### config.mk
export PLATFORM = sky130hd
export DESIGN_NAME = liu_line_and_tx_config_regs
export DESIGN_NICKNAME = d
export VERILOG_FILES = /design/src/hw/liu_cfg_pkg.sv /design/src/hw/liu_line_and_tx_config_regs.sv
export SDC_FILE = /design/constraint.sdc
export NUM_CORES = 1
export LEC_CHECK = 0
export BUFFER_PORTS_ARGS = -buffer_cell sky130_fd_sc_hd__buf_2
export CORE_ASPECT_RATIO = 0.8
export CORE_MARGIN = 3
export CORE_UTILIZATION = 53
export CTS_CLUSTER_DIAMETER = 80
export CTS_CLUSTER_SIZE = 30
export DETAILED_ROUTE_END_ITERATION = 8
export GPL_TIMING_DRIVEN = 0
export PLACE_DENSITY = 0.74
export SYNTH_ARGS = -nofsm -noshare
export SYNTH_HDL_FRONTEND = slang
export SYNTH_SLANG_ARGS = --single-unit
### constraint.sdc
create_clock -name clk_sys -period 1.2 [get_ports clk_sys]
set_input_delay 0.18 -clock clk_sys [delete_from_list [all_inputs] [get_ports clk_sys]]
set_output_delay 0.18 -clock clk_sys [all_outputs]
set_load 0.005 [all_outputs]
### src/hw/liu_cfg_pkg.sv
/*
 * Constants for the line interface configuration register bank: register
 * offsets, field positions, reset values and decoded mode types.
 * Assumes an 8-bit register port with a 5-bit address.
 */
package liu_cfg_pkg;

   // ----------------------------------------------------------------
   // Bus geometry
   // ----------------------------------------------------------------
   localparam int ADDR_W = 5;
   localparam int DATA_W = 8;

   // ----------------------------------------------------------------
   // Register offsets
   // ----------------------------------------------------------------
   localparam logic [4:0] OFS_LINE_IMPEDANCE_MATCH_CFG = 5'h03;
   localparam logic [4:0] OFS_JITTER_ATTEN_CFG = 5'h04;
   localparam logic [4:0] OFS_TX_PATH_CFG_A = 5'h05;
   localparam logic [4:0] OFS_TX_PATH_CFG_B = 5'h06;
   localparam logic [4:0] OFS_TX_PULSE_AMPLITUDE_SCALE = 5'h07;

   // ----------------------------------------------------------------
   // Writable bit masks; masked-off bits are reserved and read zero
   // ----------------------------------------------------------------
   localparam logic [7:0] MASK_TERM = 8'h3F;
   localparam logic [7:0] MASK_JA = 8'h3F;
   localparam logic [7:0] MASK_TXA = 8'h1F;
   localparam logic [7:0] MASK_TXB = 8'h3F;
   localparam logic [7:0] MASK_SCALE = 8'h3F;

   // ----------------------------------------------------------------
   // Reset values
   // ----------------------------------------------------------------
   localparam logic [7:0] RST_TERM = 8'h00;
   localparam logic [7:0] RST_JA = 8'h20;
   localparam logic [7:0] RST_TXA = 8'h00;
   localparam logic [7:0] RST_TXB = 8'h10;
   localparam logic [7:0] RST_SCALE = 8'h21;

   // ----------------------------------------------------------------
   // Field positions
   // ----------------------------------------------------------------
   localparam int POS_TX_TERM = 3;
   localparam int POS_RX_TERM = 0;
   localparam int POS_LIMIT = 5;
   localparam int POS_PLACE = 3;
   localparam int POS_DEPTH = 1;
   localparam int POS_BW = 0;
   localparam int POS_TX_OFF = 4;
   localparam int POS_POL = 3;
   localparam int POS_EDGE = 2;
   localparam int POS_MODE = 0;
   localparam int POS_DRIVER_MONITOR_DISABLE = 5;
   localparam int POS_TRI = 4;
   localparam int POS_PULSE = 0;

   // ----------------------------------------------------------------
   // Decoded mode types
   // ----------------------------------------------------------------
   typedef enum logic [1:0] {TERM_INT75, TERM_INT120, TERM_EXT, TERM_RSVD} term_type;
   typedef enum logic [1:0] {JA_UNUSED, JA_IN_TX, JA_IN_RX} ja_place_type;
   typedef enum logic [1:0] {DEPTH_128, DEPTH_64, DEPTH_32} ja_depth_type;
   typedef enum logic [1:0] {CODE_HDB3, CODE_AMI, CODE_DUAL_RAIL} tx_code_type;
   typedef enum logic [1:0] {TPL_E1_75, TPL_E1_120, TPL_USER, TPL_RSVD} template_type;

endpackage : liu_cfg_pkg

### src/hw/liu_line_and_tx_config_regs.sv
/*
 * Configuration register bank for the line termination, jitter attenuator
 * and transmit path of a single E1 line interface, with decoded controls.
 * Assumes a synchronous register port on clk_sys; reads answer one cycle
 * after the read strobe and the master never waits.
 */
// The address-and-strobe port was left to the implementer.
`timescale 1ns/1ps

// Notes on behaviour
// - Transmit termination code 000 internal 75, 001 internal 120, 1xx external.
// - Receive termination code 000 internal 75, 001 internal 120, 1xx external.
// - Attenuator placement 00/10 unused, 01 transmit path, 11 receive path.
// - Attenuator depth 00 gives 128 bits, 01 gives 64, 1x gives 32.
// - Bandwidth bit clear selects 6.8 Hz corner, set selects 0.9 Hz.
// - Transmit power-down bit powers transmitter off and tristates line driver.
// - Polarity bit set treats transmit data as active low.
// - Edge bit clear samples dual-rail data on falling edge, set on rising.
// - Coding mode 00 takes single-rail data through HDB3 encoding.
// - Coding mode 01 takes single-rail data through AMI encoding.
// - Coding mode 1x bypasses encoder and takes dual-rail data.
// - Monitor disable bit clear keeps failure monitor on, set turns off.
// - Tristate bit resets high and only floats the line driver.
// - Template 0000 E1 75 ohm, 0001 E1 120 ohm, 11xx user waveform.
module liu_line_and_tx_config_regs
(
   input wire logic clk_sys,
   input wire logic resetn,
   input wire logic [liu_cfg_pkg::ADDR_W-1:0] regAddr,
   input wire logic [liu_cfg_pkg::DATA_W-1:0] regWrData,
   input wire logic regWrite,
   input wire logic regRead,
   output logic [liu_cfg_pkg::DATA_W-1:0] regRdData,
   output liu_cfg_pkg::term_type txTermSel,
   output liu_cfg_pkg::term_type rxTermSel,
   output logic attenLimitMode,
   output liu_cfg_pkg::ja_place_type attenPlacement,
   output liu_cfg_pkg::ja_depth_type attenDepth,
   output logic attenBandwidthLow,
   output logic txPowerDown,
   output logic lineDriverHighZ,
   output logic txDataPolarityLow,
   output logic txSampleRising,
   output liu_cfg_pkg::tx_code_type txCodingMode,
   output logic txUseDualRail,
   output logic driverMonitorEnable,
   output liu_cfg_pkg::template_type pulseTemplateSel,
   output logic [5:0] pulseScale
);
   import liu_cfg_pkg::*;

   // ----------------------------------------------------------------
   // Decoders
   // ----------------------------------------------------------------

   // Both termination fields share one encoding, so one function decodes them.
   function automatic term_type decodeTerm(input logic [2:0] code);
      term_type t;
      t = TERM_RSVD;
      if (code[2])
      begin
         t = TERM_EXT;
      end
      else if (code == 3'b000)
      begin
         t = TERM_INT75;
      end
      else if (code == 3'b001)
      begin
         t = TERM_INT120;
      end
      return t;
   endfunction : decodeTerm

   // Reserved template codes decode to their own value so the shaper can hold off.
   function automatic template_type decodeTemplate(input logic [3:0] code);
      template_type t;
      t = TPL_RSVD;
      if (code[3:2] == 2'b11)
      begin
         t = TPL_USER;
      end
      else if (code == 4'b0000)
      begin
         t = TPL_E1_75;
      end
      else if (code == 4'b0001)
      begin
         t = TPL_E1_120;
      end
      return t;
   endfunction : decodeTemplate

   // ----------------------------------------------------------------
   // Register storage
   // ----------------------------------------------------------------
   logic [7:0] termCfg_reg;
   logic [7:0] jaCfg_reg;
   logic [7:0] txCfgA_reg;
   logic [7:0] txCfgB_reg;
   logic [7:0] scale_reg;
   logic [7:0] rdData_next;

   function automatic logic hit(input logic [4:0] a, input logic [4:0] ofs);
      return a == ofs;
   endfunction : hit

   // Writes store only the defined bits; reserved bits stay zero whatever
   // software sends, which keeps reads predictable.
   always_ff @(posedge clk_sys or negedge resetn)
   begin
      if (!resetn)
      begin
         termCfg_reg <= RST_TERM;
         jaCfg_reg <= RST_JA;
         txCfgA_reg <= RST_TXA;
         txCfgB_reg <= RST_TXB;
         scale_reg <= RST_SCALE;
      end
      else if (regWrite)
      begin
         if (hit(regAddr, OFS_LINE_IMPEDANCE_MATCH_CFG))
         begin
            termCfg_reg <= regWrData & MASK_TERM;
         end
         if (hit(regAddr, OFS_JITTER_ATTEN_CFG))
         begin
            jaCfg_reg <= regWrData & MASK_JA;
         end
         if (hit(regAddr, OFS_TX_PATH_CFG_A))
         begin
            txCfgA_reg <= regWrData & MASK_TXA;
         end
         if (hit(regAddr, OFS_TX_PATH_CFG_B))
         begin
            txCfgB_reg <= regWrData & MASK_TXB;
         end
         if (hit(regAddr, OFS_TX_PULSE_AMPLITUDE_SCALE))
         begin
            scale_reg <= regWrData & MASK_SCALE;
         end
      end
   end

   // ----------------------------------------------------------------
   // Read path
   // ----------------------------------------------------------------

   // Unmapped addresses read zero.
   always_comb
   begin
      rdData_next = 8'h00;
      case (regAddr)
         OFS_LINE_IMPEDANCE_MATCH_CFG: rdData_next = termCfg_reg;
         OFS_JITTER_ATTEN_CFG: rdData_next = jaCfg_reg;
         OFS_TX_PATH_CFG_A: rdData_next = txCfgA_reg;
         OFS_TX_PATH_CFG_B: rdData_next = txCfgB_reg;
         OFS_TX_PULSE_AMPLITUDE_SCALE: rdData_next = scale_reg;
         default: rdData_next = 8'h00;
      endcase
   end

   // Read data stands only in the cycle after the strobe, zero otherwise.
   always_ff @(posedge clk_sys or negedge resetn)
   begin
      if (!resetn)
      begin
         regRdData <= 8'h00;
      end
      else
      begin
         regRdData <= regRead ? rdData_next : 8'h00;
      end
   end

   // ----------------------------------------------------------------
   // Decoded control outputs
   // ----------------------------------------------------------------

   // Registered once more so each output comes straight from a flip-flop;
   // controls lag the register write by one cycle.
   always_ff @(posedge clk_sys or negedge resetn)
   begin
      if (!resetn)
      begin
         txTermSel <= TERM_INT75;
         rxTermSel <= TERM_INT75;
         attenLimitMode <= RST_JA[POS_LIMIT];
         attenPlacement <= JA_UNUSED;
         attenDepth <= DEPTH_128;
         attenBandwidthLow <= 1'b0;
         txPowerDown <= 1'b0;
         lineDriverHighZ <= RST_TXB[POS_TRI];
         txDataPolarityLow <= 1'b0;
         txSampleRising <= 1'b0;
         txCodingMode <= CODE_HDB3;
         txUseDualRail <= 1'b0;
         driverMonitorEnable <= 1'b1;
         pulseTemplateSel <= TPL_E1_75;
         pulseScale <= RST_SCALE[5:0];
      end
      else
      begin
         txTermSel <= decodeTerm(termCfg_reg[POS_TX_TERM +: 3]);
         rxTermSel <= decodeTerm(termCfg_reg[POS_RX_TERM +: 3]);
         attenLimitMode <= jaCfg_reg[POS_LIMIT];
         case (jaCfg_reg[POS_PLACE +: 2])
            2'b01: attenPlacement <= JA_IN_TX;
            2'b11: attenPlacement <= JA_IN_RX;
            default: attenPlacement <= JA_UNUSED;
         endcase
         case (jaCfg_reg[POS_DEPTH +: 2])
            2'b00: attenDepth <= DEPTH_128;
            2'b01: attenDepth <= DEPTH_64;
            default: attenDepth <= DEPTH_32;
         endcase
         attenBandwidthLow <= jaCfg_reg[POS_BW];
         txPowerDown <= txCfgA_reg[POS_TX_OFF];
         // Power-down also floats the driver; the tristate bit alone does not stop the path.
         lineDriverHighZ <= txCfgA_reg[POS_TX_OFF] | txCfgB_reg[POS_TRI];
         txDataPolarityLow <= txCfgA_reg[POS_POL];
         txSampleRising <= txCfgA_reg[POS_EDGE];
         case (txCfgA_reg[POS_MODE +: 2])
            2'b00: txCodingMode <= CODE_HDB3;
            2'b01: txCodingMode <= CODE_AMI;
            default: txCodingMode <= CODE_DUAL_RAIL;
         endcase
         txUseDualRail <= txCfgA_reg[POS_MODE + 1];
         driverMonitorEnable <= ~txCfgB_reg[POS_DRIVER_MONITOR_DISABLE];
         pulseTemplateSel <= decodeTemplate(txCfgB_reg[POS_PULSE +: 4]);
         pulseScale <= scale_reg[5:0];
      end
   end
endmodule : liu_line_and_tx_config_regs

==> flow_metrics.env, run 1 <==
export IMPL_antenna_found_initial=0
export IMPL_drc=0
export IMPL_core_area_sq_um=4230
export IMPL_fin_nets=238
export IMPL_initial_core_util=0.558
export IMPL_dr_first_iter_drc_count=104
export IMPL_ys_async_sr_fraction=1.00
export IMPL_cellLeakagePower_nw=1.41
export IMPL_critPathKind="reg -> reg"
export IMPL_timing_rr_start="txCfgA_reg[0]"
export IMPL_fmax_ghz=0.824
export IMPL_antenna_left=0
export IMPL_end_kind="flip-flop"
export IMPL_track_usage=0.207
export IMPL_syn_area_sq_um=2360
export IMPL_ys_top_cells_by_area="dfrtp_1 (55%), mux2_2 (17%), dfstp_2 (10%), nor2_1 (1.1%), nand4_1 (1.1%)"
export IMPL_routabilityCongestion=0.807
export IMPL_cts_tree="yes"
export IMPL_arrival_ns=1.43
export IMPL_outcome="complete, but fails checks"
export IMPL_ys_flop_type="dfrtp_1"
export IMPL_grt_pass1_wl_um=7700
export IMPL_tightest_slew_ns=0.730
export IMPL_start_kind="flip-flop"
export IMPL_whs_ns=0.126
export IMPL_clock_sinks=61
export IMPL_cts_buffers_inserted=9
export IMPL_clockRootBuffer="clkbuf_8"
export IMPL_setup_violations=1
export IMPL_vdd_ir_drop_max_uv=978
export IMPL_die_y_um=65.7
export IMPL_rsz0062_at_grt="yes"
export IMPL_row_count=21
export IMPL_grt_start_max_net_pins=62
export IMPL_clock_latency_ns=0.33
export IMPL_portBuffers=45
export IMPL_crit_fanout=3
export IMPL_routed_wl_um=4660
export IMPL_worstHoldEndpoint="termCfg_reg[5]"
export IMPL_max_cap_violations=0
export IMPL_drv_slew=0
export IMPL_yosysUniqueCellTypes=35
export IMPL_critPathRequiredTime_ns=1.42
export IMPL_chipWidth_um=80.6
export IMPL_ys_seq_area_frac=0.652
export IMPL_slew_headroom=0.513
export IMPL_grt_ovfl_total=0
export IMPL_finalHoldViolCount=0
export IMPL_reg2reg_to="regRdData[0]"
export IMPL_htree_levels=3
export IMPL_synth_edff_count=0
export IMPL_worst_r2r_path_depth=3
export IMPL_dp_hpwl_um=3190
export IMPL_fin_crit_ns=1.21
export IMPL_place_ws_ns=-0.434
export IMPL_fin_crit_sh=1.01
export IMPL_yosys_area_top_type="dfrtp_1"
export IMPL_cellPowerDensity_nw_per_um2=1710
export IMPL_violations="setup timing"
export IMPL_area_growth_pct=21.8
export IMPL_hold_start="regWrData[5]"
export IMPL_clock_path_buffers=2
export IMPL_n_antenna_cell=0
export IMPL_yosys_warnings=0
export IMPL_dieArea_sq_um=5290
export IMPL_fin_skew_ns=0.00347
export IMPL_vias=1498
export IMPL_hp_class="in -> reg"
export IMPL_synth_top_cell_area_share=0.551
export IMPL_setup_ws_ns=-0.0140
export IMPL_ys_ff_latch=61
export IMPL_io_pins=51
export IMPL_path_clk_slew_ns=0.06
export IMPL_holdPathStages=2
export IMPL_dr_pass1_iters=4
export IMPL_wl_per_cell_um=16.5
export IMPL_rrSetupSlack_ns=-0.01
export IMPL_synthCells=159
export IMPL_drive_gt1_frac=0.535
export IMPL_via_per_inst=5.29
export IMPL_avgSynthCellArea_sq_um=14.8
export IMPL_grt_pass1_vias=1527
## cell families (layout without fill, tap and decap cells)
| kind of cell | after synthesis | in the layout | synth area share |
|---|---|---|---|
| multiplexers | 37 | 37 | 0.181 |
| other | 1 | 2 | 0.00159 |
| AO/OA/AOI/OAI | 14 | 14 | 0.0440 |
| AND/OR/NAND/NOR | 35 | 35 | 0.0944 |
| buffers and inverters | 11 | 77 | 0.0270 |
| flip-flops | 61 | 61 | 0.652 |
## cell usage in the layout (no fill, tap or decap), types with 2 or more instances in the layout
cell      instances
a21o_1            2
a21oi_1           2
a221oi_1          2
a31oi_1           2
buf_2            47
buf_4             8
clkbuf_1          7
clkbuf_8          9
clkinv_2          2
conb_1            2
dfrtp_1          52
dfstp_2           9
inv_1             2
mux2_2           32
mux2_4            4
nand2_1           2
nand3_1           4
nand4_1           4
nor2_1            7
nor2b_1           4
nor3_1            2
nor3b_1           2
or2_2             3
## critical path, cell delays in order, from the launching register on
cell and delay [ns]:
dfrtp_1 0.39, mux4_2 0.46, a32oi_1 0.18, nor2_1 0.08
## layer usage
layer / vias to the layer above / part of all wire / track usage
met5: - / 0 / 0
li1: 692 / - / -
met3: 7 / 0.071 / 0.0918
met1: 748 / 0.43 / 0.282
met2: 51 / 0.49 / 0.296
met4: 0 / 0.012 / 0.0675
## report_power, final
group          leakage [nW]  total [mW]  switching, mW  internal [mW]
combinational         0.572       0.780          0.321          0.459
sequential            0.762        2.70          0.211           2.48
clock                0.0784        1.43          0.687          0.745
## worst max path at each step
| stage | from | endpoint | slack, ns | cells past startpoint |
|---|---|---|---|---|
| 2_1_floorplan | regAddr[4] | jaCfg_reg[0] | -0.08 | 3 |
| 3_3_place_gp | regAddr[4] | jaCfg_reg[4] | -0.40 | 4 |
| 3_5_place_dp | regAddr[4] | jaCfg_reg[2] | -0.43 | 4 |
| 4_1_cts | txCfgA_reg[0] | regRdData[0] | -0.01 | 3 |
| 5_1_grt | txCfgA_reg[0] | regRdData[0] | -0.08 | 3 |
| 6_report | txCfgA_reg[0] | regRdData[0] | -0.01 | 3 |
## timing repair
| item | 4_1_cts | 5_1_grt |
|---|---|---|
| gates cloned | 0 | 0 |
| resized for setup | 0 | 1 |
| setup endpoints to repair | 7 | 2 |
| setup buffers | 4 | 0 |
| hold buffers | 0 | 1 |
| hold endpoints to repair | 0 | 52 |
## cell type report
type | instances | area [sq um]
Fill cell | 323 | 1360
Clock buffer | 14 | 143
Sequential cell | 61 | 1540
Inverter | 2 | 7.51
Buffer | 9 | 56.3
Timing Repair Buffer | 50 | 268
Clock inverter | 2 | 10.0
Tap cell | 57 | 71.3
Multi-Input combinational cell | 88 | 782
## synthesized netlist by cell type, types with 2 or more instances
library cell and instances:
a21o_1 2, a21oi_1 2, a221oi_1 2, a31oi_1 2
buf_2 3, buf_4 3, clkbuf_1 2, dfrtp_1 52
dfstp_2 9, inv_1 2, mux2_2 36, nand2_1 2
nand3_1 4, nand4_1 4, nor2_1 7, nor2b_1 4
nor3_1 2, nor3b_1 2, or2_2 3
## through the flow
stage	instances	power, mW	setup TNS [ns]	area, sq um	utilization
6_report	283	4.91	-0.0140	2880	0.680
5_1_grt	283	5.21	-0.0764	2880	0.680
2_1_floorplan	160	3.10	-0.482	2380	-
3_3_place_gp	262	3.44	-10.41	2680	0.632
4_1_cts	282	4.97	-0.0146	2860	0.676
3_5_place_dp	262	3.49	-14.36	2680	0.632
Note: power is estimated with default switching activity, not from simulation.
==> inputs of run 2 (changes only) <==
- CORE_MARGIN: 3 -> default
==> flow_metrics.env, run 2 (same netlist as run 1, synthesis figures left out) <==
export IMPL_cp_num_cells=3
export IMPL_tightest_slew_ns=0.718
export IMPL_crit_chain="mux4_2 > a32oi_1 > nor2_1"
export IMPL_mostFrequentLayoutCells="dfrtp_1 (52), buf_2 (47), mux2_2 (32)"
export IMPL_max_cap_violations=0
export IMPL_end_kind="flip-flop"
export IMPL_n_antenna_cell=0
export IMPL_cts_tree="yes"
export IMPL_cp_endpoint="regRdData[0]"
export IMPL_vdd_ir_drop_max_uv=1010
export IMPL_grt_ovfl_total=0
export IMPL_via_per_inst=5.35
export IMPL_clock_sinks=61
export IMPL_slew_headroom=0.522
export IMPL_rrSetupSlack_ns=-0.05
export IMPL_routed_wl_um=4600
export IMPL_grt_start_max_net_pins=62
export IMPL_dp_hpwl_um=3060
export IMPL_finalHoldViolCount=0
export IMPL_drc=0
export IMPL_area_growth_pct=23.0
export IMPL_rsz0062_at_grt="yes"
export IMPL_final_area_sq_um=2900
export IMPL_fmax_ghz=0.801
export IMPL_io_pins=51
export IMPL_cpPeakStageDelay_ns=0.48
export IMPL_power_mw=5.03
export IMPL_core_area_sq_um=4230
export IMPL_place_ws_ns=-0.434
export IMPL_critPathRequiredTime_ns=1.42
export IMPL_violations="setup timing"
export IMPL_final_common_cell="dfrtp_1"
export IMPL_portBuffers=45
export IMPL_crit_start="txCfgA_reg[0]"
export IMPL_fin_skew_ns=0.00585
export IMPL_dr_first_iter_drc_count=93
export IMPL_die_y_um=61.7
export IMPL_cts_buffers_inserted=9
export IMPL_crit_fanout=3
export IMPL_track_usage=0.212
export IMPL_drv_slew=0
export IMPL_fin_crit_sh=1.04
export IMPL_row_count=21
export IMPL_drive_gt1_frac=0.549
export IMPL_worst_path_buf_inv=0
export IMPL_routabilityCongestion=0.796
export IMPL_finalSetupTns_ns=-0.0481
export IMPL_reg2reg_to="regRdData[0]"
export IMPL_clockRootBuffer="clkbuf_8"
export IMPL_dieArea_sq_um=4720
export IMPL_initial_core_util=0.558
export IMPL_cp_top_family="multiplexers"
export IMPL_n_fill_cell=315
export IMPL_hp_class="in -> reg"
export IMPL_worst_r2r_path_depth=3
export IMPL_wl_per_cell_um=16.3
export IMPL_dpl_cell_area_sq_um=2680
export IMPL_setup_violations=1
export IMPL_dr_pass1_iters=5
export IMPL_vias=1513
export IMPL_path_clk_slew_ns=0.06
export IMPL_setup_ws_ns=-0.0481
export IMPL_timing_rr_start="txCfgA_reg[0]"
export IMPL_antenna_found_initial=0
export IMPL_fin_crit_ns=1.25
export IMPL_cellLeakagePower_nw=1.43
export IMPL_start_kind="flip-flop"
export IMPL_outcome="complete, but fails checks"
export IMPL_grt_pass1_vias=1424
export IMPL_clock_path_buffers=2
export IMPL_holdPathStages=2
export IMPL_htree_levels=3
export IMPL_grt_pass1_wl_um=6980
export IMPL_cellPowerDensity_nw_per_um2=1740
export IMPL_fin_nets=238
export IMPL_arrival_ns=1.47
export IMPL_chipWidth_um=76.6
export IMPL_critPathKind="reg -> reg"
export IMPL_critPathSlowestCell="mux4_2"
export IMPL_antenna_left=0
export IMPL_clock_latency_ns=0.34
==> run 2: cell types whose count changed in the layout (fill, tap and decap cells not counted) <==
cell	previous run	this run
clkbuf_1	7	5
clkbuf_8	9	11
a221oi_1	2	1
a221oi_2	0	1
==> run 2: worst register-to-register path, cell delays in order (launching register included) <==
cell and delay [ns]:
dfrtp_1 0.40, mux4_2 0.48, a32oi_1 0.18, nor2_1 0.08
==> run 2: per-stage QoR <==
| stage | hold WS [ns] | std cells | util |
|---|---|---|---|
| 5_1_grt | 0.113 | 283 | 0.686 |
| 2_1_floorplan | -0.116 | 160 | - |
| 6_report | 0.116 | 283 | 0.686 |
| 3_3_place_gp | 0.365 | 262 | 0.632 |
| 3_5_place_dp | 0.366 | 262 | 0.632 |
| 4_1_cts | 0.111 | 282 | 0.680 |
==> run 2: cell type report <==
class / count / area (sq um) / area share
Clock buffer: 14 / 163 / 0.0561
Inverter: 2 / 7.51 / 0.00259
Buffer: 9 / 56.3 / 0.0194
Tap cell: 57 / 71.3 / 0.0246
Timing Repair Buffer: 50 / 268 / 0.0923
Sequential cell: 61 / 1540 / 0.530
Clock inverter: 2 / 10.0 / 0.00345
Multi-Input combinational cell: 88 / 788 / 0.272
==> run 2: worst min path at each step <==
stage / startpoint / end / slack [ns]
finish: regWrData[5] / termCfg_reg[5] / 0.12
global route: regWrData[5] / termCfg_reg[5] / 0.11
global placement: scale_reg[5] / pulseScale[5] / 0.36
CTS: regWrData[5] / termCfg_reg[5] / 0.11
floorplan: resetn / attenBandwidthLow / -0.12
detailed placement: scale_reg[5] / pulseScale[5] / 0.37
==> run 2: power breakdown <==
group	switching (mW)	internal [mW]	leakage, nW	total [mW]
registers	0.208	2.48	0.762	2.69
logic	0.326	0.460	0.575	0.787
clock network	0.701	0.856	0.0905	1.56
==> run 2: what timing repair did <==
| action | CTS | global route |
|---|---|---|
| setup buffers | 4 | 0 |
| hold buffers | 0 | 1 |
| resized for setup | 0 | 2 |
| gates cloned | 0 | 0 |
| hold endpoints to repair | 0 | 52 |
| setup endpoints to repair | 7 | 3 |
==> run 2: layer usage <==
metal	vias to the layer above	global-route usage	wire length (um)
met1	760	0.267	2040
met4	0	0.0907	81
met2	49	0.336	2200
li1	693	-	-
met5	-	0	0
met3	11	0.0859	282
